### src/itsh_regs.vh
// Register offsets, field positions and reset values of the interval timer and shifter.
`ifndef ITSH_REGS_VH
`define ITSH_REGS_VH

`define ITSH_RS_W 4
`define ITSH_REG_T2_LOW 4'h8
`define ITSH_REG_T2_HIGH 4'h9
`define ITSH_REG_SHIFT 4'hA
`define ITSH_REG_AUX 4'hB
`define ITSH_REG_FLAG 4'hD
`define ITSH_REG_ENABLE 4'hE

`define ITSH_AUX_PULSE_BIT 5
`define ITSH_AUX_SR_HI 4
`define ITSH_AUX_SR_LO 2
`define ITSH_FLAG_SR_BIT 2
`define ITSH_FLAG_T2_BIT 5
`define ITSH_FLAG_ANY_BIT 7
`define ITSH_ENABLE_SET_BIT 7

`define ITSH_SR_OFF 3'h0
`define ITSH_SR_IN_T2 3'h1
`define ITSH_SR_IN_CLK 3'h2
`define ITSH_SR_IN_EXT 3'h3
`define ITSH_SR_OUT_FREE 3'h4
`define ITSH_SR_OUT_T2 3'h5
`define ITSH_SR_OUT_CLK 3'h6
`define ITSH_SR_OUT_EXT 3'h7

`define ITSH_BITS_PER_FRAME 3'h7
`define ITSH_RST_BYTE 8'h00
`define ITSH_RST_WORD 16'h0000

`endif

### src/itsh_shift_unit.v
// Eight-bit MSB-first shift engine with bit counter and shift clock generation.
`timescale 1ns/1ps
`default_nettype none
`include "itsh_regs.vh"

module itsh_shift_unit (
  input wire core_clk,
  input wire rst_n,
  input wire [2:0] mode,
  input wire wr_stb,
  input wire rd_stb,
  input wire [7:0] wdata,
  input wire int_tick,
  input wire ext_fall,
  input wire data_in,
  output reg [7:0] sr_q_ff,
  output reg data_out_ff,
  output reg clk_out_ff,
  output reg done_ff
);

  reg active_ff;
  reg [2:0] cnt_ff;
  wire is_out = mode[2];
  wire is_ext = (mode[1:0] == 2'b11);
  wire is_free = (mode == `ITSH_SR_OUT_FREE);
  wire enabled = (mode != `ITSH_SR_OFF);
  // Shift-out starts on a write; shift-in on a read or a write.
  wire start = enabled & (wr_stb | (~is_out & rd_stb));
  wire edge_ev = is_ext ? ext_fall : int_tick;
  // Only an external edge may coincide with the start and shift at once; an internal
  // tick in the start cycle is skipped, so an internally paced frame stays at eight bits.
  wire shift_ev = edge_ev & (is_ext ? (active_ff | start) : (active_ff & ~start));
  // A coinciding external edge shifts the freshly stored byte at once.
  wire [7:0] base = wr_stb ? wdata : sr_q_ff;
  wire fill = is_out ? (is_free ? base[7] : 1'b0) : data_in;

  always @(posedge core_clk or negedge rst_n) begin
    if (!rst_n) begin
      active_ff <= 1'b0;
      cnt_ff <= 3'h0;
      sr_q_ff <= `ITSH_RST_BYTE;
      data_out_ff <= 1'b1;
      clk_out_ff <= 1'b1;
      done_ff <= 1'b0;
    end else begin
      done_ff <= 1'b0;
      clk_out_ff <= ~(shift_ev & ~is_ext);
      if (wr_stb)
        sr_q_ff <= wdata;
      if (start) begin
        // A new byte restarts the bit count; the frame ends after eight counted shifts, except in free-running mode.
        active_ff <= 1'b1;
        cnt_ff <= 3'h0;
      end
      if (!enabled)
        active_ff <= 1'b0;
      else if (shift_ev) begin
        sr_q_ff <= {base[6:0], fill};
        if (is_out)
          data_out_ff <= base[7];
        if (!start) begin
          cnt_ff <= cnt_ff + 3'h1;
          if (cnt_ff == `ITSH_BITS_PER_FRAME && !is_free) begin
            active_ff <= 1'b0;
            done_ff <= 1'b1;
          end
        end
      end
    end
  end

endmodule // itsh_shift_unit
`default_nettype wire

### src/itsh_timer_shifter.v
// Second interval timer, pulse counter, shift register and flag summary of the adapter.
`timescale 1ns/1ps
`default_nettype none
`include "itsh_regs.vh"

module itsh_timer_shifter #(
  parameter CNT_W = 16
) (
  input wire core_clk,
  input wire rst_n,
  input wire bus_sel,
  input wire bus_rw,
  input wire [`ITSH_RS_W-1:0] bus_rs,
  input wire [7:0] bus_wdata,
  output reg [7:0] bus_rdata_ff,
  output wire irq_n,
  input wire [6:0] other_flags,
  input wire pulse_count_input,
  input wire external_shift_clock_in,
  output wire external_shift_clock_out,
  output wire external_shift_clock_oe,
  input wire shift_data_line_in,
  output wire shift_data_line_out,
  output wire shift_data_line_oe
);

  reg [CNT_W-1:0] t2_cnt_ff;
  reg [CNT_W-1:0] nxt_t2_cnt;
  reg [7:0] t2_latch_ff;
  reg t2_armed_ff;
  reg t2_flag_ff;
  reg sr_flag_ff;
  reg [6:0] ier_ff;
  reg [7:0] acr_ff;
  reg pulse_prev_ff;
  reg ext_clk_prev_ff;
  reg phase_div_ff;
  reg [7:0] nxt_rdata;

  wire [7:0] sr_q;
  wire sr_done;
  wire shift_clk_raw;

  // Bus strobes: one access per cycle in which bus_sel is high.
  wire bus_wr = bus_sel & ~bus_rw;
  wire bus_rd = bus_sel & bus_rw;
  wire wr_t2_low = bus_wr & (bus_rs == `ITSH_REG_T2_LOW);
  wire wr_t2_high = bus_wr & (bus_rs == `ITSH_REG_T2_HIGH);
  wire rd_t2_low = bus_rd & (bus_rs == `ITSH_REG_T2_LOW);
  wire wr_sr = bus_wr & (bus_rs == `ITSH_REG_SHIFT);
  wire rd_sr = bus_rd & (bus_rs == `ITSH_REG_SHIFT);
  wire wr_acr = bus_wr & (bus_rs == `ITSH_REG_AUX);
  wire wr_ifr = bus_wr & (bus_rs == `ITSH_REG_FLAG);
  wire wr_ier = bus_wr & (bus_rs == `ITSH_REG_ENABLE);

  wire [2:0] sr_mode = acr_ff[`ITSH_AUX_SR_HI:`ITSH_AUX_SR_LO];
  wire pulse_mode = acr_ff[`ITSH_AUX_PULSE_BIT];

  // The timer paces the shifter in modes 001, 100 and 101.
  wire sr_uses_t2 = (sr_mode == `ITSH_SR_IN_T2) |
                    (sr_mode == `ITSH_SR_OUT_FREE) |
                    (sr_mode == `ITSH_SR_OUT_T2);
  wire sr_uses_clk = (sr_mode == `ITSH_SR_IN_CLK) |
                     (sr_mode == `ITSH_SR_OUT_CLK);

  // Inputs are synchronous, so a registered copy is enough for edge detection.
  wire pulse_fall = pulse_prev_ff & ~pulse_count_input;
  wire ext_fall = ext_clk_prev_ff & ~external_shift_clock_in;

  wire t2_dec = pulse_mode ? pulse_fall : 1'b1;
  wire t2_zero = (t2_cnt_ff == {CNT_W{1'b0}});
  wire low_zero = (t2_cnt_ff[7:0] == 8'h00);

  // Wrap past zero marks the timeout in both counting modes.
  wire t2_wrap = ~sr_uses_t2 & ~wr_t2_high & t2_dec & t2_zero;
  wire t2_timeout = t2_wrap & t2_armed_ff;
  wire t2_shift_tick = sr_uses_t2 & ~wr_t2_high & low_zero;
  wire int_tick = sr_uses_t2 ? t2_shift_tick : (sr_uses_clk & phase_div_ff);

  wire [6:0] flags = {other_flags[6], t2_flag_ff, other_flags[4:3],
                      sr_flag_ff, other_flags[1:0]};
  wire any_irq = |(flags & ier_ff);

  assign irq_n = ~any_irq;

  always @* begin
    nxt_t2_cnt = t2_cnt_ff;
    if (wr_t2_high)
      nxt_t2_cnt = {bus_wdata, t2_latch_ff};
    else if (sr_uses_t2) begin
      // Only the low byte runs when the timer paces the shifter.
      if (low_zero)
        nxt_t2_cnt[7:0] = t2_latch_ff;
      else
        nxt_t2_cnt[7:0] = t2_cnt_ff[7:0] - 8'h01;
    end else if (t2_dec)
      nxt_t2_cnt = t2_cnt_ff - {{(CNT_W-1){1'b0}}, 1'b1};
  end

  always @(posedge core_clk or negedge rst_n) begin
    if (!rst_n) begin
      t2_cnt_ff <= {CNT_W{1'b0}};
      t2_latch_ff <= `ITSH_RST_BYTE;
      t2_armed_ff <= 1'b0;
    end else begin
      t2_cnt_ff <= nxt_t2_cnt;
      if (wr_t2_low)
        t2_latch_ff <= bus_wdata;
      // One-shot: a further timeout needs a new high write.
      if (wr_t2_high)
        t2_armed_ff <= 1'b1;
      else if (t2_timeout)
        t2_armed_ff <= 1'b0;
    end
  end

  // Set wins over clear so a timeout in the clearing cycle is kept.
  always @(posedge core_clk or negedge rst_n) begin
    if (!rst_n)
      t2_flag_ff <= 1'b0;
    else if (t2_timeout)
      t2_flag_ff <= 1'b1;
    else if (rd_t2_low | wr_t2_high |
             (wr_ifr & bus_wdata[`ITSH_FLAG_T2_BIT]))
      t2_flag_ff <= 1'b0;
  end

  always @(posedge core_clk or negedge rst_n) begin
    if (!rst_n)
      sr_flag_ff <= 1'b0;
    else if (sr_done)
      sr_flag_ff <= 1'b1;
    else if (wr_sr | rd_sr | (wr_ifr & bus_wdata[`ITSH_FLAG_SR_BIT]))
      sr_flag_ff <= 1'b0;
  end

  always @(posedge core_clk or negedge rst_n) begin
    if (!rst_n) begin
      ier_ff <= 7'h00;
      acr_ff <= `ITSH_RST_BYTE;
      pulse_prev_ff <= 1'b1;
      ext_clk_prev_ff <= 1'b1;
      phase_div_ff <= 1'b0;
    end else begin
      pulse_prev_ff <= pulse_count_input;
      ext_clk_prev_ff <= external_shift_clock_in;
      // Halving the rate gives the clock-paced shifter a visible clock.
      phase_div_ff <= ~phase_div_ff;
      if (wr_acr)
        acr_ff <= bus_wdata;
      if (wr_ier) begin
        if (bus_wdata[`ITSH_ENABLE_SET_BIT])
          ier_ff <= ier_ff | bus_wdata[6:0];
        else
          ier_ff <= ier_ff & ~bus_wdata[6:0];
      end
    end
  end

  always @* begin
    nxt_rdata = bus_rdata_ff;
    if (bus_rd) begin
      case (bus_rs)
        `ITSH_REG_T2_LOW: nxt_rdata = t2_cnt_ff[7:0];
        `ITSH_REG_T2_HIGH: nxt_rdata = t2_cnt_ff[15:8];
        `ITSH_REG_SHIFT: nxt_rdata = sr_q;
        `ITSH_REG_AUX: nxt_rdata = acr_ff;
        `ITSH_REG_FLAG: nxt_rdata = {any_irq, flags};
        `ITSH_REG_ENABLE: nxt_rdata = {1'b1, ier_ff};
        default: nxt_rdata = 8'h00;
      endcase
    end
  end

  always @(posedge core_clk or negedge rst_n) begin
    if (!rst_n)
      bus_rdata_ff <= `ITSH_RST_BYTE;
    else
      bus_rdata_ff <= nxt_rdata;
  end

  itsh_shift_unit u_shift (
    .core_clk(core_clk),
    .rst_n(rst_n),
    .mode(sr_mode),
    .wr_stb(wr_sr),
    .rd_stb(rd_sr),
    .wdata(bus_wdata),
    .int_tick(int_tick),
    .ext_fall(ext_fall),
    .data_in(shift_data_line_in),
    .sr_q_ff(sr_q),
    .data_out_ff(shift_data_line_out),
    .clk_out_ff(shift_clk_raw),
    .done_ff(sr_done)
  );

  // The shift clock pin is driven only in internally paced modes.
  assign external_shift_clock_oe = (sr_mode != `ITSH_SR_OFF) & (sr_mode[1:0] != 2'b11);
  assign external_shift_clock_out = shift_clk_raw;
  assign shift_data_line_oe = sr_mode[2];

endmodule // itsh_timer_shifter
`default_nettype wire

### config.mk
export PLATFORM = sky130hd
export DESIGN_NAME = itsh_timer_shifter
export DESIGN_NICKNAME = d
export VERILOG_FILES = /design/src/itsh_shift_unit.v /design/src/itsh_timer_shifter.v
export VERILOG_INCLUDE_DIRS = /design/src /design/src/src
export SDC_FILE = /design/constraint.sdc
export NUM_CORES = 1
export LEC_CHECK = 0
export BUFFER_PORTS_ARGS = -buffer_cell sky130_fd_sc_hd__clkbuf_2
export CAP_MARGIN = 5
export CORE_ASPECT_RATIO = 1.5
export CORE_MARGIN = 3
export CORE_UTILIZATION = 50
export DETAILED_ROUTE_END_ITERATION = 12
export PLACE_DENSITY = 0.72
export SETUP_SLACK_MARGIN = 0.1
export SYNTH_ARGS = -nofsm -noshare
export SYNTH_HDL_FRONTEND = slang
export SYNTH_SLANG_ARGS = --single-unit
### constraint.sdc
create_clock -name core_clk -period 4.7 [get_ports core_clk]
set_clock_uncertainty 0.1 [all_clocks]
set_input_delay 0.235 -clock core_clk [delete_from_list [all_inputs] [get_ports core_clk]]
set_output_delay 0.235 -clock core_clk [all_outputs]
set_load 0.03 [all_outputs]
# ---- Word-level counts from Yosys, hierarchy flattened
# Cells that the tools add are included.
dict set report word_totals {
  ram_bits 0
  word_cells 135
  romBits 0
  latchBits 0
  n_memories 0
  register_bits 68
}
dict set report op_classes {
  n_reduce_logical 13
  eq_ne 15
  bitwise_logic 51
  div_mod_pow 0
  order_cmp 0
  n_shift 0
  add_sub_neg 3
  n_mux 35
  mul 0
}
# cell count
set op_table {}
lappend op_table {{two-way mux 8 bit} 6}
lappend op_table {{case mux 8 bit (6 select lines)} 1}
lappend op_table {{two-way mux 16 bit} 2}
lappend op_table {{AND 1 bit} 27}
lappend op_table {{== test 4 bit (second input constant)} 6}
lappend op_table {{two-way mux 1 bit} 21}
lappend op_table {{logical NOT 16 bit} 1}
lappend op_table {{subtractor 16 x 1 -> 16 bit (second input constant)} 1}
lappend op_table {{AND 7 bit} 2}
lappend op_table {{== test 3 bit (second input constant)} 4}
lappend op_table {{two-way mux 3 bit} 4}
lappend op_table {{NOT 1 bit} 11}
lappend op_table {{OR 1 bit} 9}
lappend op_table {{logical NOT 8 bit} 1}
lappend op_table {{nonzero test 2 bit} 4}
lappend op_table {{subtractor 8 x 1 -> 8 bit (second input constant)} 1}
lappend op_table {{two-way mux 7 bit} 1}
lappend op_table {{NOT 7 bit} 1}
lappend op_table {{OR 7 bit} 1}
lappend op_table {{OR reduction 7 bit} 1}
lappend op_table {{nonzero test 3 bit} 2}
lappend op_table {{!= test 2 bit (second input constant)} 2}
lappend op_table {{adder 3 x 1 -> 3 bit (second input constant)} 1}
lappend op_table {{== test 3 x 1 -> 1 bit (second input constant)} 1}
lappend op_table {{other kinds (6)} 6}

# ---- Depth between registers and ports, before layout
dict set report depth {
  word_depth 11
  ltp_mapped 9
  ltp_nobuf 7
}

# ---- By module
# From an unflattened synthesis, not the netlist that was laid out.
dict set report hier_totals {
  cells_unflattened 346
  area_unflattened_um2 3712.3
}
# mod n_inst cells_per_inst area_per_inst_um2
set by_module_without_submodules {}
lappend by_module_without_submodules {itsh_timer_shifter 1 286 2870.3}
lappend by_module_without_submodules {itsh_shift_unit 1 60 842.1}

# ---- Least setup slack after synthesis
# OpenSTA, ideal clock, no wires.
dict set report synth_timing {
  path_kind {reg2reg}
  from {reg t2_cnt_ff[0]}
  to {reg u_shift.sr_q_ff[1]}
  slack_ns 2.422
  arrival_ns 2.098
  path_buffers 2
  t_required_ns 4.521
  path_stages_with_launch 10
  path_cell_list {dfrtp_1 -> inv_1 -> ha_1 -> or3b_2 -> a2111oi_4 -> o32ai_1 -> buf_6 -> a21oi_4 -> buf_8 -> mux2i_1}
}
dict set report synth_via {
  elab_chain_len 7
}
# item line_no
set synth_rtl {}
lappend synth_rtl {{start: declaration} itsh_timer_shifter.v:27} ;# reg [CNT_W-1:0] t2_cnt_ff;
lappend synth_rtl {{start signal: assignment} itsh_timer_shifter.v:102} ;# t2_cnt_ff <= {CNT_W{1'b0}};
lappend synth_rtl {{start signal: assignment} itsh_timer_shifter.v:106} ;# t2_cnt_ff <= nxt_t2_cnt;
lappend synth_rtl {{logical NOT 8 bit} itsh_timer_shifter.v:72} ;# wire low_zero = (t2_cnt_ff[7:0] == 8'h00);
lappend synth_rtl {{AND 1 bit} itsh_timer_shifter.v:77} ;# wire t2_shift_tick = sr_uses_t2 & ~wr_t2_high & low_zero;
lappend synth_rtl {{two-way mux 1 bit} itsh_timer_shifter.v:78} ;# wire int_tick = sr_uses_t2 ? t2_shift_tick : (sr_uses_clk & phase_div_ff);
lappend synth_rtl {{two-way mux 1 bit} itsh_shift_unit.v:30} ;# wire edge_ev = is_ext ? ext_fall : int_tick;
lappend synth_rtl {{AND 1 bit} itsh_shift_unit.v:33} ;# wire shift_ev = edge_ev & (is_ext ? (active_ff | start) : (active_ff & ~start));
lappend synth_rtl {{two-way mux 8 bit} itsh_shift_unit.v:58} ;# else if (shift_ev) begin
lappend synth_rtl {{two-way mux 8 bit} itsh_shift_unit.v:56} ;# if (!enabled)
lappend synth_rtl {{end signal: assignment} itsh_shift_unit.v:42} ;# sr_q_ff <= `ITSH_RST_BYTE;
lappend synth_rtl {{end signal: assignment} itsh_shift_unit.v:50} ;# sr_q_ff <= wdata;
lappend synth_rtl {{end signal: assignment} itsh_shift_unit.v:59} ;# sr_q_ff <= {base[6:0], fill};
lappend synth_rtl {{end: declaration} itsh_shift_unit.v:16} ;# output reg [7:0] sr_q_ff,
# Every way passes these cells.
# A chain may end at the register's enable or synchronous reset.

# ---- Worst setup path after layout
dict set report layout_timing {
  from {reg t2_cnt_ff[0]}
  to {reg u_shift.sr_q_ff[5]}
}
# The elaborated chain is that of the path after synthesis.

==> flow_summary.ini <==
[status]
status = completed

[placed_design]
dpl.hpwl_um = 6822
place.gp.congestion = 0.9068
portBuffers = 36
pre_cts_ws_ns = 1.803
dpl_cell_area_mm2 = 0.003955

[job]
cap_violations = 0

[synth]
ys_seq_area_share_pct = 45.68
synth_edf_count = 0
ys_seq_elements = 68
syn_inst = 371
synth_ff_type = dfrtp_1
yosys_warnings = 0
syn_nets = 401
syn_area_mm2 = 0.003736
syn_avg_cell_area_um2 = 10.07
async_flop_share_pct = 100.0
yosysUniqueCellTypes = 59

[grt]
grt_max_degree = 69
first_global_vias = 3137
grt-ovfl-total = 0
antenna_found_initial = 0
grt_pass1_wl_um = 15290
gr-usage-all-layers_pct = 23.05

[sta]
max_freq_mhz = 366.4
fin_ws_ns = 1.971
setup_tns_ns = 0
finalSetupViolCount = 0
hold_viol = 0
min_period_ns = 2.729
rsz0062_at_grt = no
worst_hold_slack_ns = 0.09103
slew_headroom_pct = 43.22
slew_viol_final = 0
fin_crit_sh_pct = 58.07
worst_pin_slew_ns = 0.8517

[drt]
wl_per_cell_um = 18.28
first_iter_violations = 190
antenna_left = 0
drc = 0
dr_total_vias = 3009
drt-total-wl_um = 9305
vias_per_cell = 5.912
dr.pass1.iters = 4

[power_and_ir_drop]
fin_total_pwr_w = 0.001942
p_leak_nw = 1.851
vdd_ir_drop_max_mv = 0.2099
power.density_mw_per_mm2 = 463.8

[critical_path]
r2r_start = t2_cnt_ff[0]$_DFFE_PN0P_
path_class = flip-flop to flip-flop
cpMaxStageDelayCell = or3b_2
worstSetupStartpoint = t2_cnt_ff[0]$_DFFE_PN0P_
worstPathCellList = inv_1 -> ha_1 -> or3b_2 -> a2111oi_4 -> o32ai_1 -> buf_4 -> a21oi_4 -> mux2i_1
crit_path_max_fanout = 11
endpoint = u_shift.sr_q_ff[5]$_DFF_PN0_
crit_family = compound AO/OA/AOI/OAI gates
rr_endpoint = u_shift.sr_q_ff[5]$_DFF_PN0_
rr_worst_depth = 8
cpPeakStageDelay_ns = 0.53
crit_cells = 8
worstPathRequired_ns = 4.88
end_kind = flip-flop
cp.arrival_ns = 2.91
ff2ff_setup_slack_ns = 1.97
path_buf_inv = 2
cp-start-kind = flip-flop

[layout]
drive_gt1_share_pct = 22.00
antennaDiodeCount = 0
final_nets = 434
nFillCells = 645
synthToLayoutAreaGrowth_pct = 12.09
layout_commonest_cell = dfrtp_1
final_cell_mix = dfrtp_1 (64), nand2_1 (47), clkbuf_2 (35), o21ai_0 (31), mux2i_1 (24)
design_area_mm2 = 0.004188

[clock_network]
cts_max_level = 3
cts_setup_buffers = 0
path_clk_slew_ns = 0.08
cts_max_path_buffers = 2
ctsHoldBuffers = 3
clock-sinks = 68
cts_resized = 0
cts_tree = yes
root_buffer = clkbuf_8
clkLatencyLatePin_ns = 0.36
numCtsBuffers = 9

[die]
die_w_um = 76.58
die_h_um = 111.9
coreArea_mm2 = 0.007227
io-pin-count = 39
start_util_pct = 51.70
dieArea_mm2 = 0.008567
rows = 38

[min_path]
worstHoldPathType = input pin to flip-flop
min_path_cells = 3
==> power breakdown <==
group | internal, W | total, W | switching [W]
combinational | 0.000241 | 0.000556 | 0.000315
clock | 0.000272 | 0.000493 | 0.000221
sequential | 0.000736 | 0.000893 | 0.000157
==> worst min-delay path: cells and delay by family <==
kind | cells | cell delay [ns]
muxes | 1 | 0.12
AOI/OAI and AO/OA | 1 | 0.06
buffers and inverters | 1 | 0.08
==> kinds of logic (layout without fill, tap and decap cells) <==
| kind of cell | Yosys count | count (layout) | share of synthesized area (%) |
|---|---|---|---|
| AO/OA/AOI/OAI | 87 | 87 | 15.71 |
| XOR/XNOR | 9 | 9 | 2.110 |
| adder cells (fa/ha/maj) | 4 | 4 | 1.340 |
| buffers and inverters | 28 | 66 | 3.717 |
| flip-flops | 68 | 68 | 45.68 |
| multiplexers | 48 | 48 | 14.57 |
| AND/OR/NAND/NOR | 127 | 127 | 16.88 |
==> final cells by class <==
cell class	count	area, µm²	share of cell area, %
Inverter	8	30.03	0.7171
Clock inverter	4	47.55	1.135
Timing Repair Buffer	42	232.7	5.557
Tap cell	100	125.1	2.988
Clock buffer	12	155.1	3.705
Sequential cell	68	1707	40.75
Multi-Input combinational cell	275	1891	45.14
==> synthesized netlist by cell type, types with 7 or more instances <==
master / n / area, µm²
xnor2_1: 8 / 70.07
nand2_1: 47 / 176.4
nor3_1: 15 / 75.07
mux2i_1: 24 / 240.2
nor2_1: 20 / 75.07
clkbuf_1: 9 / 33.78
o21ai_0: 31 / 155.2
mux2_2: 21 / 236.5
a21oi_1: 13 / 65.06
nor2b_1: 7 / 43.79
a22oi_1: 8 / 60.06
inv_1: 7 / 26.28
dfrtp_1: 64 / 1602
nand3_1: 7 / 35.03
==> metrics by stage <==
| step | utilization (%) | cells |
|---|---|---|
| after CTS | 57.95 | 509 |
| after global routing | 57.95 | 509 |
| final | 57.95 | 509 |
| after global placement | 54.73 | 490 |
| after floorplan | - | 371 |
| after detailed placement | 54.73 | 490 |
==> worst min path at each step <==
stage / startpoint / end / slack, ns
6_report: shift_data_line_in / u_shift.sr_q_ff[0]$_DFF_PN0_ / 0.09
5_1_grt: shift_data_line_in / u_shift.sr_q_ff[0]$_DFF_PN0_ / 0.09
4_1_cts: shift_data_line_in / u_shift.sr_q_ff[0]$_DFF_PN0_ / 0.09
3_5_place_dp: external_shift_clock_in / ext_clk_prev_ff$_DFF_PN1_ / 0.24
3_3_place_gp: pulse_count_input / pulse_prev_ff$_DFF_PN1_ / 0.24
2_1_floorplan: rst_n / asynchronous set/reset pin / -0.16
==> routing by layer <==
metal / vias up / global-route usage (%) / wire length, µm / share of wire, %
met5: - / 0 / 0 / 0
met4: 0 / 11.25 / 294 / 3.2
met3: 26 / 5.906 / 494 / 5.3
met2: 91 / 40.52 / 4853 / 52
met1: 1461 / 25.77 / 3663 / 39
li1: 1431 / - / - / -
Power figures use the tool's default switching activity.
